### config.mk
export PLATFORM = sky130hd
export DESIGN_NAME = astx_top
export DESIGN_NICKNAME = d
export VERILOG_FILES = /design/src/verilog/astx_pkg.sv /design/src/verilog/astx_top.sv
export SDC_FILE = /design/constraint.sdc
export NUM_CORES = 1
export LEC_CHECK = 0
export BUFFER_PORTS_ARGS = -buffer_cell sky130_fd_sc_hd__buf_2
export CAP_MARGIN = 10
export CORE_MARGIN = 2
export CORE_UTILIZATION = 45
export CTS_CLUSTER_DIAMETER = 120
export CTS_CLUSTER_SIZE = 16
export DETAILED_ROUTE_END_ITERATION = 12
export PLACE_DENSITY = 0.62
export SYNTH_ARGS = -nofsm -noshare
export SYNTH_HDL_FRONTEND = slang
export SYNTH_SLANG_ARGS = --single-unit
### constraint.sdc
create_clock -name core_clk -period 4.7 [get_ports core_clk]
set_clock_uncertainty 0.15 [all_clocks]
set_input_delay 1.41 -clock core_clk [delete_from_list [all_inputs] [get_ports core_clk]]
set_output_delay 1.41 -clock core_clk [all_outputs]
set_load 0.02 [all_outputs]
### src/verilog/astx_pkg.sv
/*
  Constants and types for the async serial transmitter and status block.
  Assumes a 20 MHz core clock and a simple strobe register port.
*/
package astx_pkg;
  localparam logic [1:0] ADDR_BAUD   = 2'h0;
  localparam logic [1:0] ADDR_CTRL   = 2'h1;
  localparam logic [1:0] ADDR_STATUS = 2'h2;
  localparam logic [1:0] ADDR_DATA   = 2'h3;
  localparam int CTL_TIE  = 0;
  localparam int CTL_TX_DONE_IRQ_EN = 1;
  localparam int CTL_RIE  = 2;
  localparam int CTL_IDLE_IRQ_EN = 3;
  localparam int CTL_PE   = 4;
  localparam int CTL_PT   = 5;
  localparam int CTL_M    = 6;
  localparam int CTL_TE   = 7;
  localparam int CTL_SBK  = 8;
  localparam int CTL_TX_OPEN_DRAIN_SEL = 9;
  localparam int CTL_RE   = 10;
  localparam int ST_PF    = 0;
  localparam int ST_IDLE  = 1;
  localparam int ST_RX_FULL_FLAG  = 2;
  localparam int ST_TC    = 3;
  localparam int ST_TX_HOLDING_EMPTY  = 4;
  localparam logic [15:0] RX_FLAG_MASK = 16'h0007;
  localparam logic [15:0] TX_FLAG_MASK = 16'h0018;
  localparam logic [12:0] BAUD_RST     = 13'h0000;
  localparam logic [10:0] CTRL_RST     = 11'h000;
  localparam logic [4:0]  PRESCALE_MAX = 5'h1f;
  localparam logic [3:0]  SAMPLES_BIT  = 4'hf;
  localparam logic [1:0]  START_ONES   = 2'h3;
  localparam logic [3:0]  FRAME10      = 4'ha;
  localparam logic [3:0]  FRAME11      = 4'hb;
  typedef enum logic [3:0] {
    TX_IDLE  = 4'b0001,
    TX_DATA  = 4'b0010,
    TX_PRE   = 4'b0100,
    TX_BRK   = 4'b1000
  } astx_tx_st_t;
  typedef enum logic [2:0] {
    RX_IDLE  = 3'b001,
    RX_SHIFT = 3'b010,
    RX_STOP  = 3'b100
  } astx_rx_st_t;
endpackage

### src/verilog/astx_top.sv
/*
  Serial transmitter, simple receiver and status register block.
  Assumes a register master with one-cycle strobes, read data next cycle.
*/
// Decided for this implementation: the register offsets and the strobed register port.
`timescale 1ns/1ns
module astx_top (
  // Clock and reset
  input  wire logic        core_clk,
  input  wire logic        nrst,
  // Register port
  input  wire logic [1:0]  reg_addr,
  input  wire logic [15:0] reg_wdata,
  input  wire logic        reg_wr,
  input  wire logic        reg_rd,
  input  wire logic        reg_rd_long,
  output logic      [15:0] reg_rdata,
  // Serial lines
  input  wire logic        rxd,
  output logic             txd_o,
  output logic             txd_oe_n,
  input  wire logic        port_txd_val,
  input  wire logic        port_txd_dir,
  // Requests
  output logic             irq_req
);
  typedef struct packed {
    logic              rst1;
    logic              rst2;
    logic [12:0]       baud_divisor;
    logic [10:0]       serial_ctrl_reg;
    logic [12:0]       baud_cnt;
    logic [4:0]        pre_cnt;
    logic              bit_tick;
    logic              samp_tick;
    logic [8:0]        tx_holding_reg;
    logic              tx_holding_empty;
    logic              tx_done_flag;
    logic              rx_full_flag;
    logic              idle_flag;
    logic              parity_err_flag;
    logic [15:0]       armed;
    astx_pkg::astx_tx_st_t tx_st;
    logic [10:0]       tx_shift;
    logic [3:0]        tx_bits;
    logic              tx_line;
    logic              te_prev;
    logic              pre_pend;
    logic              brk_mark;
    logic              tx_active;
    astx_pkg::astx_rx_st_t rx_st;
    logic [3:0]        rx_samp;
    logic [3:0]        rx_bits;
    logic [1:0]        rx_ones;
    logic [9:0]        rx_shift;
    logic [8:0]        rx_holding_reg;
    logic [15:0]       rdata;
  } astx_state_t;

  astx_state_t cur_ff;
  astx_state_t nxt_s;
  logic        rst_n;
  logic [15:0] status_word;
  logic [3:0]  frame_len;
  logic        te;
  logic        par_bit;
  logic [8:0]  tx_data;

  assign rst_n = cur_ff.rst2;
  assign te = cur_ff.serial_ctrl_reg[astx_pkg::CTL_TE];
  assign frame_len = cur_ff.serial_ctrl_reg[astx_pkg::CTL_M] ?
                     astx_pkg::FRAME11 : astx_pkg::FRAME10;

  always_comb
  begin
    status_word = 16'h0000;
    status_word[astx_pkg::ST_PF]   = cur_ff.parity_err_flag;
    status_word[astx_pkg::ST_IDLE] = cur_ff.idle_flag;
    status_word[astx_pkg::ST_RX_FULL_FLAG] = cur_ff.rx_full_flag;
    status_word[astx_pkg::ST_TC]   = cur_ff.tx_done_flag;
    status_word[astx_pkg::ST_TX_HOLDING_EMPTY] = cur_ff.tx_holding_empty;
  end

  always_comb
  begin
    logic data_rd;
    logic data_wr;
    logic st_rd;
    logic [15:0] clr;
    logic [15:0] set_ev;
    logic [8:0]  rx_word;
    logic        rx_par;
    data_rd = reg_rd && reg_addr == astx_pkg::ADDR_DATA;
    data_wr = reg_wr && reg_addr == astx_pkg::ADDR_DATA;
    st_rd   = reg_rd && reg_addr == astx_pkg::ADDR_STATUS;
    clr     = 16'h0000;
    set_ev  = 16'h0000;
    rx_word = 9'h000;
    rx_par  = 1'b0;
    nxt_s = cur_ff;
    nxt_s.rst1 = 1'b1;
    nxt_s.rst2 = cur_ff.rst1;
    nxt_s.rdata = 16'h0000;
    // Register writes
    if (reg_wr && reg_addr == astx_pkg::ADDR_BAUD)
      nxt_s.baud_divisor = reg_wdata[12:0];
    if (reg_wr && reg_addr == astx_pkg::ADDR_CTRL)
      nxt_s.serial_ctrl_reg = reg_wdata[10:0];
    if (data_wr)
      nxt_s.tx_holding_reg = reg_wdata[8:0];
    // Read data
    if (reg_rd)
    begin
      case (reg_addr)
        astx_pkg::ADDR_BAUD:   nxt_s.rdata = {3'h0, cur_ff.baud_divisor};
        astx_pkg::ADDR_CTRL:   nxt_s.rdata = {5'h00, cur_ff.serial_ctrl_reg};
        astx_pkg::ADDR_STATUS: nxt_s.rdata = status_word;
        astx_pkg::ADDR_DATA:   nxt_s.rdata = {7'h00, cur_ff.rx_holding_reg};
        default:               nxt_s.rdata = 16'h0000;
      endcase
    end
    // Clearing sequence
    if (st_rd)
      nxt_s.armed = status_word;
    if (reg_rd_long)
      clr = status_word & astx_pkg::RX_FLAG_MASK;
    else if (data_rd)
      clr = cur_ff.armed & astx_pkg::RX_FLAG_MASK;
    else if (data_wr)
      clr = cur_ff.armed;
    if (data_rd || data_wr || reg_rd_long)
      nxt_s.armed = 16'h0000;
    // Baud generator
    nxt_s.samp_tick = 1'b0;
    nxt_s.bit_tick = 1'b0;
    if (cur_ff.baud_divisor != 13'h0000)
    begin
      if (cur_ff.baud_cnt >= cur_ff.baud_divisor - 13'h0001)
      begin
        nxt_s.baud_cnt = 13'h0000;
        nxt_s.pre_cnt = cur_ff.pre_cnt + 5'h01;
        if (cur_ff.pre_cnt[0])
          nxt_s.samp_tick = 1'b1;
        if (cur_ff.pre_cnt == astx_pkg::PRESCALE_MAX)
          nxt_s.bit_tick = 1'b1;
      end
      else
        nxt_s.baud_cnt = cur_ff.baud_cnt + 13'h0001;
    end
    else
    begin
      nxt_s.baud_cnt = 13'h0000;
      nxt_s.pre_cnt = 5'h00;
    end
    // Transmitter
    nxt_s.te_prev = te;
    if (te && !cur_ff.te_prev)
      nxt_s.pre_pend = 1'b1;
    if (!te)
      nxt_s.tx_holding_empty = 1'b1;
    tx_data = cur_ff.tx_holding_reg;
    par_bit = cur_ff.serial_ctrl_reg[astx_pkg::CTL_PT];
    case ({cur_ff.serial_ctrl_reg[astx_pkg::CTL_M],
           cur_ff.serial_ctrl_reg[astx_pkg::CTL_PE]})
      2'b01: tx_data[7] = ^cur_ff.tx_holding_reg[6:0] ^ par_bit;
      2'b11: tx_data[8] = ^cur_ff.tx_holding_reg[7:0] ^ par_bit;
      default: tx_data = cur_ff.tx_holding_reg;
    endcase
    if (cur_ff.bit_tick)
    begin
      case (cur_ff.tx_st)
        astx_pkg::TX_IDLE:
        begin
          nxt_s.tx_line = 1'b1;
          nxt_s.tx_active = 1'b0;
          if (cur_ff.brk_mark)
            nxt_s.brk_mark = 1'b0;
          else if (cur_ff.pre_pend && te)
          begin
            nxt_s.pre_pend = 1'b0;
            nxt_s.tx_st = astx_pkg::TX_PRE;
          end
          else if (te && cur_ff.serial_ctrl_reg[astx_pkg::CTL_SBK])
          begin
            nxt_s.tx_st = astx_pkg::TX_BRK;
            nxt_s.tx_line = 1'b0;
          end
          else if (te && !cur_ff.tx_holding_empty)
          begin
            nxt_s.tx_st = astx_pkg::TX_DATA;
            nxt_s.tx_line = 1'b0;
            nxt_s.tx_shift = {1'b1, tx_data[8:0], 1'b0};
            if (!cur_ff.serial_ctrl_reg[astx_pkg::CTL_M])
              nxt_s.tx_shift = {2'b11, tx_data[7:0], 1'b0};
            set_ev[astx_pkg::ST_TX_HOLDING_EMPTY] = 1'b1;
          end
          if (nxt_s.tx_st != astx_pkg::TX_IDLE)
          begin
            nxt_s.tx_bits = frame_len - 4'h1;
            nxt_s.tx_active = 1'b1;
            nxt_s.tx_done_flag = 1'b0;
          end
        end
        astx_pkg::TX_DATA:
        begin
          nxt_s.tx_shift = {1'b1, cur_ff.tx_shift[10:1]};
          nxt_s.tx_line = cur_ff.tx_shift[1];
          nxt_s.tx_bits = cur_ff.tx_bits - 4'h1;
          if (cur_ff.tx_bits == 4'h0)
          begin
            nxt_s.tx_line = 1'b1;
            nxt_s.tx_st = astx_pkg::TX_IDLE;
            if (cur_ff.tx_holding_empty || !te)
              set_ev[astx_pkg::ST_TC] = 1'b1;
          end
        end
        astx_pkg::TX_PRE:
        begin
          nxt_s.tx_line = 1'b1;
          nxt_s.tx_bits = cur_ff.tx_bits - 4'h1;
          if (cur_ff.tx_bits == 4'h0)
          begin
            nxt_s.tx_st = astx_pkg::TX_IDLE;
            set_ev[astx_pkg::ST_TC] = 1'b1;
          end
        end
        astx_pkg::TX_BRK:
        begin
          nxt_s.tx_line = 1'b0;
          nxt_s.tx_bits = cur_ff.tx_bits - 4'h1;
          if (cur_ff.tx_bits == 4'h0)
          begin
            nxt_s.tx_bits = frame_len - 4'h1;
            if (!te || !cur_ff.serial_ctrl_reg[astx_pkg::CTL_SBK])
            begin
              nxt_s.tx_st = astx_pkg::TX_IDLE;
              nxt_s.tx_line = 1'b1;
              nxt_s.brk_mark = 1'b1;
              set_ev[astx_pkg::ST_TC] = 1'b1;
            end
          end
        end
        default: nxt_s.tx_st = astx_pkg::TX_IDLE;
      endcase
    end
    // Receiver, sampled on the sixteen-times tick
    if (cur_ff.samp_tick && cur_ff.serial_ctrl_reg[astx_pkg::CTL_RE])
    begin
      case (cur_ff.rx_st)
        astx_pkg::RX_IDLE:
        begin
          if (rxd && cur_ff.rx_ones != astx_pkg::START_ONES)
            nxt_s.rx_ones = cur_ff.rx_ones + 2'h1;
          if (!rxd && cur_ff.rx_ones == astx_pkg::START_ONES)
          begin
            nxt_s.rx_st = astx_pkg::RX_SHIFT;
            nxt_s.rx_samp = 4'h8;
            nxt_s.rx_bits = 4'h0;
          end
          else if (!rxd)
            nxt_s.rx_ones = 2'h0;
        end
        astx_pkg::RX_SHIFT:
        begin
          nxt_s.rx_samp = cur_ff.rx_samp + 4'h1;
          if (cur_ff.rx_samp == astx_pkg::SAMPLES_BIT)
          begin
            nxt_s.rx_shift = {rxd, cur_ff.rx_shift[9:1]};
            nxt_s.rx_bits = cur_ff.rx_bits + 4'h1;
            if (cur_ff.rx_bits == frame_len - 4'h2)
              nxt_s.rx_st = astx_pkg::RX_STOP;
          end
        end
        astx_pkg::RX_STOP:
        begin
          nxt_s.rx_st = astx_pkg::RX_IDLE;
          nxt_s.rx_ones = 2'h0;
          rx_word = cur_ff.serial_ctrl_reg[astx_pkg::CTL_M] ?
                    cur_ff.rx_shift[9:1] : {1'b0, cur_ff.rx_shift[9:2]};
          if (!cur_ff.rx_full_flag)
          begin
            nxt_s.rx_holding_reg = rx_word;
            set_ev[astx_pkg::ST_RX_FULL_FLAG] = 1'b1;
            rx_par = cur_ff.serial_ctrl_reg[astx_pkg::CTL_M] ?
                     ^rx_word[8:0] : ^rx_word[7:0];
            if (cur_ff.serial_ctrl_reg[astx_pkg::CTL_PE] &&
                (rx_par != cur_ff.serial_ctrl_reg[astx_pkg::CTL_PT]))
              set_ev[astx_pkg::ST_PF] = 1'b1;
          end
        end
        default: nxt_s.rx_st = astx_pkg::RX_IDLE;
      endcase
    end
    // Flag update, set wins over clear
    nxt_s.tx_holding_empty = (nxt_s.tx_holding_empty &
                              ~(data_wr & cur_ff.armed[astx_pkg::ST_TX_HOLDING_EMPTY]))
                             | set_ev[astx_pkg::ST_TX_HOLDING_EMPTY];
    nxt_s.tx_done_flag = (nxt_s.tx_done_flag & ~clr[astx_pkg::ST_TC])
                         | set_ev[astx_pkg::ST_TC];
    nxt_s.rx_full_flag = (cur_ff.rx_full_flag & ~clr[astx_pkg::ST_RX_FULL_FLAG])
                         | set_ev[astx_pkg::ST_RX_FULL_FLAG];
    nxt_s.parity_err_flag = (cur_ff.parity_err_flag & ~clr[astx_pkg::ST_PF])
                            | set_ev[astx_pkg::ST_PF];
    nxt_s.idle_flag = cur_ff.idle_flag & ~clr[astx_pkg::ST_IDLE];
  end

  always_ff @(posedge core_clk or negedge nrst)
  begin
    if (!nrst)
    begin
      cur_ff <= '0;
      cur_ff.tx_holding_empty <= 1'b1;
      cur_ff.tx_done_flag <= 1'b1;
      cur_ff.tx_line <= 1'b1;
      cur_ff.tx_st <= astx_pkg::TX_IDLE;
      cur_ff.rx_st <= astx_pkg::RX_IDLE;
      cur_ff.baud_divisor <= astx_pkg::BAUD_RST;
      cur_ff.serial_ctrl_reg <= astx_pkg::CTRL_RST;
    end
    else if (!rst_n)
    begin
      cur_ff.rst1 <= 1'b1;
      cur_ff.rst2 <= cur_ff.rst1;
    end
    else
      cur_ff <= nxt_s;
  end

  // Pin drive: shifter owns pin while enabled or busy
  logic pin_val;
  logic pin_drv;
  always_comb
  begin
    if (te || cur_ff.tx_active || cur_ff.brk_mark)
    begin
      pin_val = cur_ff.tx_line;
      pin_drv = 1'b1;
    end
    else
    begin
      pin_val = port_txd_val;
      pin_drv = port_txd_dir;
    end
  end
  assign txd_o = pin_val;
  assign txd_oe_n = !(pin_drv &&
                     (!cur_ff.serial_ctrl_reg[astx_pkg::CTL_TX_OPEN_DRAIN_SEL] ||
                      !pin_val));
  assign reg_rdata = cur_ff.rdata;
  assign irq_req =
    (cur_ff.serial_ctrl_reg[astx_pkg::CTL_TIE] & cur_ff.tx_holding_empty) |
    (cur_ff.serial_ctrl_reg[astx_pkg::CTL_TX_DONE_IRQ_EN] & cur_ff.tx_done_flag) |
    (cur_ff.serial_ctrl_reg[astx_pkg::CTL_RIE] & cur_ff.rx_full_flag) |
    (cur_ff.serial_ctrl_reg[astx_pkg::CTL_IDLE_IRQ_EN] & cur_ff.idle_flag);

  // Checks
  property p_rdata_zero;
    @(posedge core_clk) disable iff (!rst_n)
    !$past(reg_rd) |-> reg_rdata == 16'h0000;
  endproperty
  a_rdata_zero: assert property (p_rdata_zero) else $error("rdata stale");
  property p_tc_busy;
    @(posedge core_clk) disable iff (!rst_n)
    (cur_ff.tx_st == astx_pkg::TX_DATA) |-> !cur_ff.tx_done_flag;
  endproperty
  a_tc_busy: assert property (p_tc_busy) else $error("tc set busy");
  property p_long_keeps_tx;
    @(posedge core_clk) disable iff (!rst_n)
    (reg_rd_long && cur_ff.tx_done_flag && !cur_ff.bit_tick) |=>
      cur_ff.tx_done_flag;
  endproperty
  a_long_keeps_tx: assert property (p_long_keeps_tx)
    else $error("long read cleared tc");
  property p_brk_low;
    @(posedge core_clk) disable iff (!rst_n)
    (cur_ff.tx_st == astx_pkg::TX_BRK) |-> !cur_ff.tx_line;
  endproperty
  a_brk_low: assert property (p_brk_low) else $error("break high");
  property p_pre_high;
    @(posedge core_clk) disable iff (!rst_n)
    (cur_ff.tx_st == astx_pkg::TX_PRE) |-> cur_ff.tx_line;
  endproperty
  a_pre_high: assert property (p_pre_high) else $error("preamble low");
  property p_baud_stop;
    @(posedge core_clk) disable iff (!rst_n)
    (cur_ff.baud_divisor == 13'h0000) [*2] |-> !cur_ff.bit_tick;
  endproperty
  a_baud_stop: assert property (p_baud_stop) else $error("baud ran");
  property p_unarmed_keep;
    @(posedge core_clk) disable iff (!rst_n)
    (reg_rd && reg_addr == astx_pkg::ADDR_DATA && !cur_ff.armed[2] &&
     cur_ff.rx_full_flag) |=> cur_ff.rx_full_flag;
  endproperty
  a_unarmed_keep: assert property (p_unarmed_keep)
    else $error("unarmed clear");
  property p_arm;
    @(posedge core_clk) disable iff (!rst_n)
    (reg_rd && reg_addr == astx_pkg::ADDR_STATUS) |=>
      cur_ff.armed == $past(status_word);
  endproperty
  a_arm: assert property (p_arm) else $error("arm wrong");
  property p_irq;
    @(posedge core_clk) disable iff (!rst_n)
    (cur_ff.serial_ctrl_reg[3:0] == 4'h0) |-> !irq_req;
  endproperty
  a_irq: assert property (p_irq) else $error("irq ungated");
  c_brk: cover property (@(posedge core_clk) cur_ff.tx_st == astx_pkg::TX_BRK);
  c_pre: cover property (@(posedge core_clk) cur_ff.tx_st == astx_pkg::TX_PRE);
  c_rx: cover property (@(posedge core_clk) cur_ff.rx_full_flag);
endmodule
# Word-level counts from Yosys, hierarchy flattened
# Cells that the tools add are included.
[classes]
addsub = 9
n_lt_le_gt_ge = 1
n_eq_ne = 31
muxes = 85
n_bitwise = 25
n_reduce_logical = 60
[ops]
columns = ["operator", "count"]
rows = [
  ["one-hot mux 16 bit (4 select lines)", 1],
  ["2-to-1 mux 15 bit", 4],
  ["2-to-1 mux 1 bit", 42],
  ["2-to-1 mux 4 bit", 10],
  ["2-to-1 mux 11 bit", 3],
  ["one-hot mux 11 bit (2 select lines)", 1],
  ["one-hot mux 5 bit (4 select lines)", 1],
  ["AND reduction 5 bit", 4],
  ["2-to-1 mux 18 bit", 1],
  ["2-to-1 mux 16 bit", 1],
  ["one-hot mux 8 bit (2 select lines)", 1],
  ["AND reduction 4 bit", 4],
  ["parity 8 bit", 2],
  ["2-to-1 mux 5 bit", 3],
  ["logical AND 1 bit", 14],
  ["inequality test 2 bit, second input constant", 7],
  ["adder 13 x 1 -> 13 bit, second input constant", 1],
  ["greater-or-equal comparator 13 bit", 1],
  ["2-to-1 mux 13 bit", 1],
  ["nonzero test 13 bit", 1],
  ["subtractor 13 x 1 -> 13 bit, second input constant", 1],
  ["inequality test 3 bit, second input constant", 4],
  ["one-hot mux 4 bit (3 select lines)", 1],
  ["AND 1 bit", 10],
  ["43 further kinds", 92],
]
[word_totals]
register_bits = 137
input_bits = 26
output_inout_bits = 19
elab_cells = 241

# Longest topological paths before layout
# Gate-level depths: netlist of the first run.
[depth]
ltp_word = 16
mapped_depth = 14
depth_no_buf = 13

# Worst setup path after synthesis of the first run
# OpenSTA, ideal clock, no wires.
[synth_path]
path_kind = "input-to-output"
startpoint = "input port port_txd_val"
endpoint = "output port txd_oe_n"
t_arrival_ns = 1.994
required_time_ns = 3.140
slack_ns = 1.146
cell_stages = 2
path_buffers = 0
cell_sequence = "mux2_2 -> a22o_1"
[synth_via]
elab_chain_len = 5
[synth_rtl]
columns = ["item", "line_no", "text"]
rows = [
  ["start: declaration", "astx_top.sv:22", "input wire logic port_txd_val,"],
  ["2-to-1 mux 1 bit", "astx_top.sv:334", "if (te || cur_ff.tx_active || cur_ff.brk_mark)"],
  ["logical NOT 1 bit", "astx_top.sv:348", "!pin_val));"],
  ["logical OR 1 bit", "astx_top.sv:347", "(!cur_ff.serial_ctrl_reg[astx_pkg::CTL_TX_OPEN_DRAIN_SEL] ||"],
  ["logical AND 1 bit", "astx_top.sv:346", "assign txd_oe_n = !(pin_drv &&"],
  ["logical NOT 1 bit", "astx_top.sv:346", ""],
  ["end: declaration", "astx_top.sv:21", "output logic txd_oe_n,"],
]
# No other way between the ends.

# Worst setup path after layout of the first run
[layout_path]
startpoint = "register cur_ff[133] in the netlist's numbering"
endpoint = "register cur_ff[107] in the netlist's numbering"
[layout_via]
elab_chain_len = 4
word_cells_on_any_way = 6
cone_classes = "add/sub (1); order compare (1); eq/ne (1); mux (1); reduce/logical (2)"
[layout_rtl]
columns = ["item", "line_no", "text"]
rows = [
  ["start: declaration", "astx_top.sv:60", "astx_state_t cur_ff;"],
  ["start signal: assignment", "astx_top.sv:326", "cur_ff <= nxt_s;"],
  ["subtractor 13 x 1 -> 13 bit", "astx_top.sv:138", "if (cur_ff.baud_cnt >= cur_ff.baud_divisor - 13'h0001)"],
  ["greater-or-equal comparator 13 bit", "astx_top.sv:138", ""],
  ["inequality test 2 x 1 -> 1 bit (no source line)", "--", ""],
  ["AND reduction 2 bit (no source line)", "--", ""],
]
# Parallel ways exist; a longest one is shown, timed or not.
# A chain may end at the register's enable or synchronous reset.

==> flow_summary.ini, run 1 <==
[layout]
layout.cells.non_filler = 930
final_nets = 755
drive_gt1_share_pct = 20.0
area_delta_synth_final_pct = 11.5
fin_util_pct = 51.6
num_antenna_cells = 0
nFillCells = 1412

[synth]
yosysMostFrequentCell = dfrtp_1
ys_types = 72
syn_avg_cell_area_um2 = 10.3
yosys_warnings = 0
synth_top_area_share_pct = 44.9
synth_common_cells = dfrtp_1, nand2_1, o21ai_0
syn_inst = 688
synth_async_sr_flop_share_pct = 100
synthesis.area_um2 = 7080
synth_edf_count = 0
synth_top_cells_by_area = dfrtp_1, mux2_2, ha_1
synth.ff_latch_count = 132
yosysTopAreaCell = dfrtp_1
ys_seq_area_share_pct = 46.7
synthFlopType = dfrtp_1

[placed_design]
place_ws_ps = 772
gp_congestion = 0.828
dp_hpwl_mm = 11.3
post-place-cells = 899
port_buffers = 38

[cts]
clkSlewWorstSetupHoldPaths_ps = 60
cts_tree = done
cts_hold_buf = 0
cts_resized = 0
clkLatencyLatePin_ps = 430
cts_buffer_depth = 2
numCtsBuffers = 17
cts_setup_buffers = 0
cts-root-buf = clkbuf_16
htreeDepth = 4
clock-sinks = 132

[setup_path]
required_ps = 4820
critical_path_class = flip-flop to flip-flop
crit_fanout = 15
startpoint_type = flip-flop
crit_arrival_ps = 4010
end_kind = flip-flop

[timing]
finalSetupTns_ps = 0
hold_violations = 0
setup_viol = 0
rsz0062_at_grt = false
slew_viol_final = 0
period_share_pct = 82.8
fin_crit_ps = 3890
worst_slew_pin_slew_ps = 1090
hold_ws_ps = 199
fin_ws_ps = 808
clock.fmax_ghz = 0.257
slew_headroom_pct = 27.1

[power]
p_leak_nw = 3.54
pwr-share-comb_pct = 16.9
seqPwrFrac_pct = 44.1
p_int_w = 0.00224
clockPowerShare_pct = 39.0
swShare_pct = 29.2
netSwitchingPower_w = 0.000922
powerDensity_nw_per_um2 = 401
ir_drop_mv = 0.217

[floorplanning]
io_pins = 45
core_um2 = 15300
dieArea_um2 = 16800
row_count = 45
die_w_um = 129
die_height_um = 129
initial_utilization_pct = 46.2

[global_routing]
antenna_found_initial = 0
grt_pass1_vias = 5236
grt_pass1_wl_mm = 26.8
overflow = 0
grt_usage_pct = 20.5
grt_max_degree = 81

[route]
viasPerCell = 5.47
drc = 0
drtIter0Drc = 316
ant_nets = 0
dr.pass1.iters = 4
num_vias = 5091
wl_per_cell_um = 16.7
drt-total-wl_mm = 15.6

[flow_run]
max-cap-violations = 0

[hold_path]
hold_class = flip-flop to flip-flop

[status]
status = completed
metal layers:
| layer | share of wire (%) | vias to the layer above | GRT usage [%] |
|---|---|---|---|
| met2 | 48 | 96 | 33.3 |
| met3 | 3.9 | 19 | 5.16 |
| met1 | 47 | 2516 | 27.0 |
| li1 | - | 2460 | - |
| met5 | 0 | - | 0 |
| met4 | 1.4 | 0 | 6.83 |
critical path, stage by stage (launching register included):
cell and delay [ps]:
dfrtp_1 400, inv_1 110, ha_1 220, or4b_1 510
nor4_1 430, nand2_1 130, xor2_1 170, ha_1 290
nand2_1 60, nor2_1 130, nor4b_1 240, buf_4 180
nor3_1 50, nor2_2 480, o221ai_1 220
power groups by stage:
| stage | Clock, W | Sequential (W) | Combinational (W) |
|---|---|---|---|
| final | 0.00123 | 0.00140 | 0.000534 |
| after floorplan | 0 | 0.00135 | 0.000445 |
| after global routing | 0.00131 | 0.00142 | 0.000602 |
| after CTS | 0.00126 | 0.00139 | 0.000542 |
| after detailed placement | 0 | 0.00141 | 0.000538 |
| after global placement | 0 | 0.00141 | 0.000520 |
logic make-up after synthesis:
| group | synth area share (%) |
|---|---|
| AO/OA/AOI/OAI | 13.7 |
| flip-flops | 46.7 |
| buffers and inverters | 5.26 |
| AND/OR/NAND/NOR | 14.3 |
| other | 0.106 |
| XOR/XNOR | 5.32 |
| multiplexers | 10.7 |
| adder cells (fa/ha/maj) | 3.89 |
worst paths after layout:
kind	start	cells past startpoint	slack, ps	end
setup / recovery	cur_ff[133]$_DFFE_PN0P_	14	810	cur_ff[107]$_DFFE_PN0P_
hold / removal	cur_ff[147]$_DFF_PN0_	0	200	rst_n$_DFF_PN0_
setup reg to reg	cur_ff[133]$_DFFE_PN0P_	14	810	cur_ff[107]$_DFFE_PN0P_
hold reg to reg	cur_ff[147]$_DFF_PN0_	0	200	rst_n$_DFF_PN0_
max in group asynchronous	nrst	2	2640	cur_ff[45]$_DFFE_PN1P_
min in group asynchronous	nrst	1	880	cur_ff[63]$_DFFE_PN0P_
cell usage in the layout (no fill, tap or decap), types with 10 or more instances in the layout:
| cell type | n |
|---|---|
| dfrtp_1 | 127 |
| nand2_1 | 63 |
| o21ai_0 | 54 |
| nor2_1 | 43 |
| mux2_2 | 43 |
| buf_2 | 37 |
| inv_1 | 29 |
| xnor2_1 | 25 |
| nand3_1 | 23 |
| ha_1 | 22 |
| a21oi_1 | 21 |
| xor2_1 | 18 |
| clkbuf_16 | 17 |
| mux2i_1 | 16 |
| nor3_1 | 14 |
| a22o_1 | 14 |
| a22oi_1 | 10 |
registers in the layout (all words and copies together), names as in the netlist:
| signal | cells |
|---|---|
| cur_ff | 118 |
| reg_rdata | 13 |
| rst_n | 1 |
stage by stage:
step	cell area (um2)	power [W]
after CTS	7900	0.00320
after global routing	7900	0.00333
after detailed placement	7340	0.00195
after floorplan	7090	0.00179
final	7900	0.00316
after global placement	7340	0.00193
layout make-up:
type / count / area (um2) / area share [%]
Sequential cell: 132 / 3310 / 41.9
Clock inverter: 13 / 113 / 1.43
Timing Repair Buffer: 45 / 249 / 3.15
Inverter: 29 / 109 / 1.38
Multi-Input combinational cell: 482 / 3410 / 43.2
Tap cell: 211 / 264 / 3.34
Clock buffer: 18 / 439 / 5.56
Power figures use the tool's default switching activity.
==> inputs of run 2 (changes only) <==
--- a/config.mk
+++ b/config.mk
@@ -12,7 +12,7 @@
 export CTS_CLUSTER_DIAMETER = 120
 export CTS_CLUSTER_SIZE = 16
 export DETAILED_ROUTE_END_ITERATION = 12
-export PLACE_DENSITY = 0.62
+export PLACE_DENSITY = 0.64
 export SYNTH_ARGS = -nofsm -noshare
 export SYNTH_HDL_FRONTEND = slang
 export SYNTH_SLANG_ARGS = --single-unit
==> constraint.sdc (replaced) <==
create_clock -name core_clk -period 3.1 [get_ports core_clk]
set_clock_uncertainty 0.15 [all_clocks]
set_input_delay 0.93 -clock core_clk [delete_from_list [all_inputs] [get_ports core_clk]]
set_output_delay 0.93 -clock core_clk [all_outputs]
set_load 0.02 [all_outputs]
==> run 2 against run 1 <==
The run now ends with negative setup slack left; wire length rose by 1.1%; sequential power rose by 50%; global-route usage barely moved; final cell count rose by 3.0%; critical path depth did not move; first-iteration DRC count rose by 14%; critical path type unchanged; largest cell class unchanged.
==> flow_summary.ini, run 2 (synthesis gave the netlist of run 1 again) <==
[route]
viasPerCell = 5.46
drt-total-wl_mm = 15.7
drc = 0
num_vias = 5231
wl_per_cell_um = 16.4
ant_nets = 0
drtIter0Drc = 359
dr.pass1.iters = 5

[floorplanning]
row_count = 45
dieArea_um2 = 16800
io_pins = 45
core_um2 = 15300
die_height_um = 129
die_w_um = 129
initial_utilization_pct = 46.2

[timing]
period_share_pct = 103
hold_violations = 0
finalSetupTns_ps = -592
rsz0062_at_grt = true
hold_ws_ps = 205
clock.fmax_ghz = 0.312
setup_viol = 19
fin_crit_ps = 3200
fin_ws_ps = -101
slew_headroom_pct = 53.0
worst_slew_pin_slew_ps = 703
slew_viol_final = 0

[placed_design]
gp_congestion = 0.826
port_buffers = 38
post-place-cells = 921
dp_hpwl_mm = 11.4

[layout]
final_cell_mix = dfrtp_1, nand2_1, o21ai_0
final_nets = 782
largest_reg_flops = 118
drive_gt1_share_pct = 24.9
fin_util_pct = 53.8
num_antenna_cells = 0
mostFrequentLayoutCell = dfrtp_1
area_delta_synth_final_pct = 16.4
layout.cells.non_filler = 958
regMostFlops = cur_ff

[global_routing]
antenna_found_initial = 0
grt_usage_pct = 20.5
grt_pass1_wl_mm = 26.6
grt_max_degree = 56
overflow = 0
grt_pass1_vias = 5257

[status]
violations = negative setup slack
status = finished, violations left

[hold_path]
hold_class = flip-flop to flip-flop

[cts]
cts_buffer_depth = 2
htreeDepth = 4
numCtsBuffers = 17
clock-sinks = 132
cts_hold_buf = 0
cts-root-buf = clkbuf_16
clkLatencyLatePin_ps = 420
clkSlewWorstSetupHoldPaths_ps = 60
cts_tree = done

[setup_path]
crit_arrival_ps = 3360
startpoint_type = flip-flop
crit_fanout = 3
required_ps = 3260
end_kind = flip-flop
critical_path_class = flip-flop to flip-flop

[power]
p_leak_nw = 3.71
powerDensity_nw_per_um2 = 609
ir_drop_mv = 0.395
p_total_w = 0.00503

[flow_run]
max-cap-violations = 0
run 2: changes by cell type in the layout (fill, tap and decap cells not counted), moves of 3 or more:
cell	delta
clkinvlp_4	-3
buf_4	+24
clkbuf_1	+3
nor3_2	+3
nor3_1	-3
run 2: critical path, cell delays in order, from the launching register on:
cell and delay, ps:
dfrtp_1 390, inv_2 80, ha_4 130, or4b_4 490, nor4_4 230, nand2_1 100
xor2_1 160, ha_1 300, nand2_1 70, nor2_2 130, nor4b_4 320, buf_4 190
nor3_2 50, buf_4 140, a22o_1 170
run 2: worst paths after layout:
kind / start / to / slack, ps / depth (start not counted)
worst max-delay path: cur_ff[133]$_DFFE_PN0P_ / cur_ff[110]$_DFFE_PN0P_ / -100 / 14
worst min-delay path: cur_ff[147]$_DFF_PN0_ / rst_n$_DFF_PN0_ / 210 / 0
worst max register to register: cur_ff[133]$_DFFE_PN0P_ / cur_ff[110]$_DFFE_PN0P_ / -100 / 14
worst min register to register: cur_ff[147]$_DFF_PN0_ / rst_n$_DFF_PN0_ / 210 / 0
max in group asynchronous: nrst / cur_ff[68]$_DFFE_PN1P_ / 1740 / 2
min in group asynchronous: nrst / cur_ff[62]$_DFFE_PN0P_ / 300 / 1
run 2: where the power goes:
| group | switching (W) | internal (W) |
|---|---|---|
| Sequential | 0.000209 | 0.00189 |
| Combinational | 0.000475 | 0.000482 |
| Clock | 0.000725 | 0.00124 |
run 2: final cells by class:
type | instances | area [um2]
clock buffers | 23 | 478
clock inverters | 9 | 103
inverters | 29 | 109
repair buffers | 72 | 472
fillers | 1370 | 7070
flip-flops and latches | 132 | 3310
well taps | 211 | 264
multi-input cells | 482 | 3510
run 2: through the flow:
step	cell area [um2]	worst slack, ps
finish	8250	-101
global route	8250	-264
CTS	8190	-184
detailed placement	7550	-180
global placement	7550	-75.2
floorplan	7120	32.0
run 2: repair_timing:
| item | in CTS | in global routing |
|---|---|---|
| endpoints found under the setup margin | 20 | 20 |
| buffers inserted | 3 | 2 |
| pin swaps | 6 | 8 |
| gates resized for setup | 11 | 9 |
| cloned | 0 | 0 |
run 2: layer usage:
| metal | routed length (um) | track usage (%) |
|---|---|---|
| met3 | 614 | 4.67 |
| met2 | 7600 | 33.1 |
| met5 | 0 | 0 |
| met4 | 303 | 7.84 |
| met1 | 7230 | 27.1 |
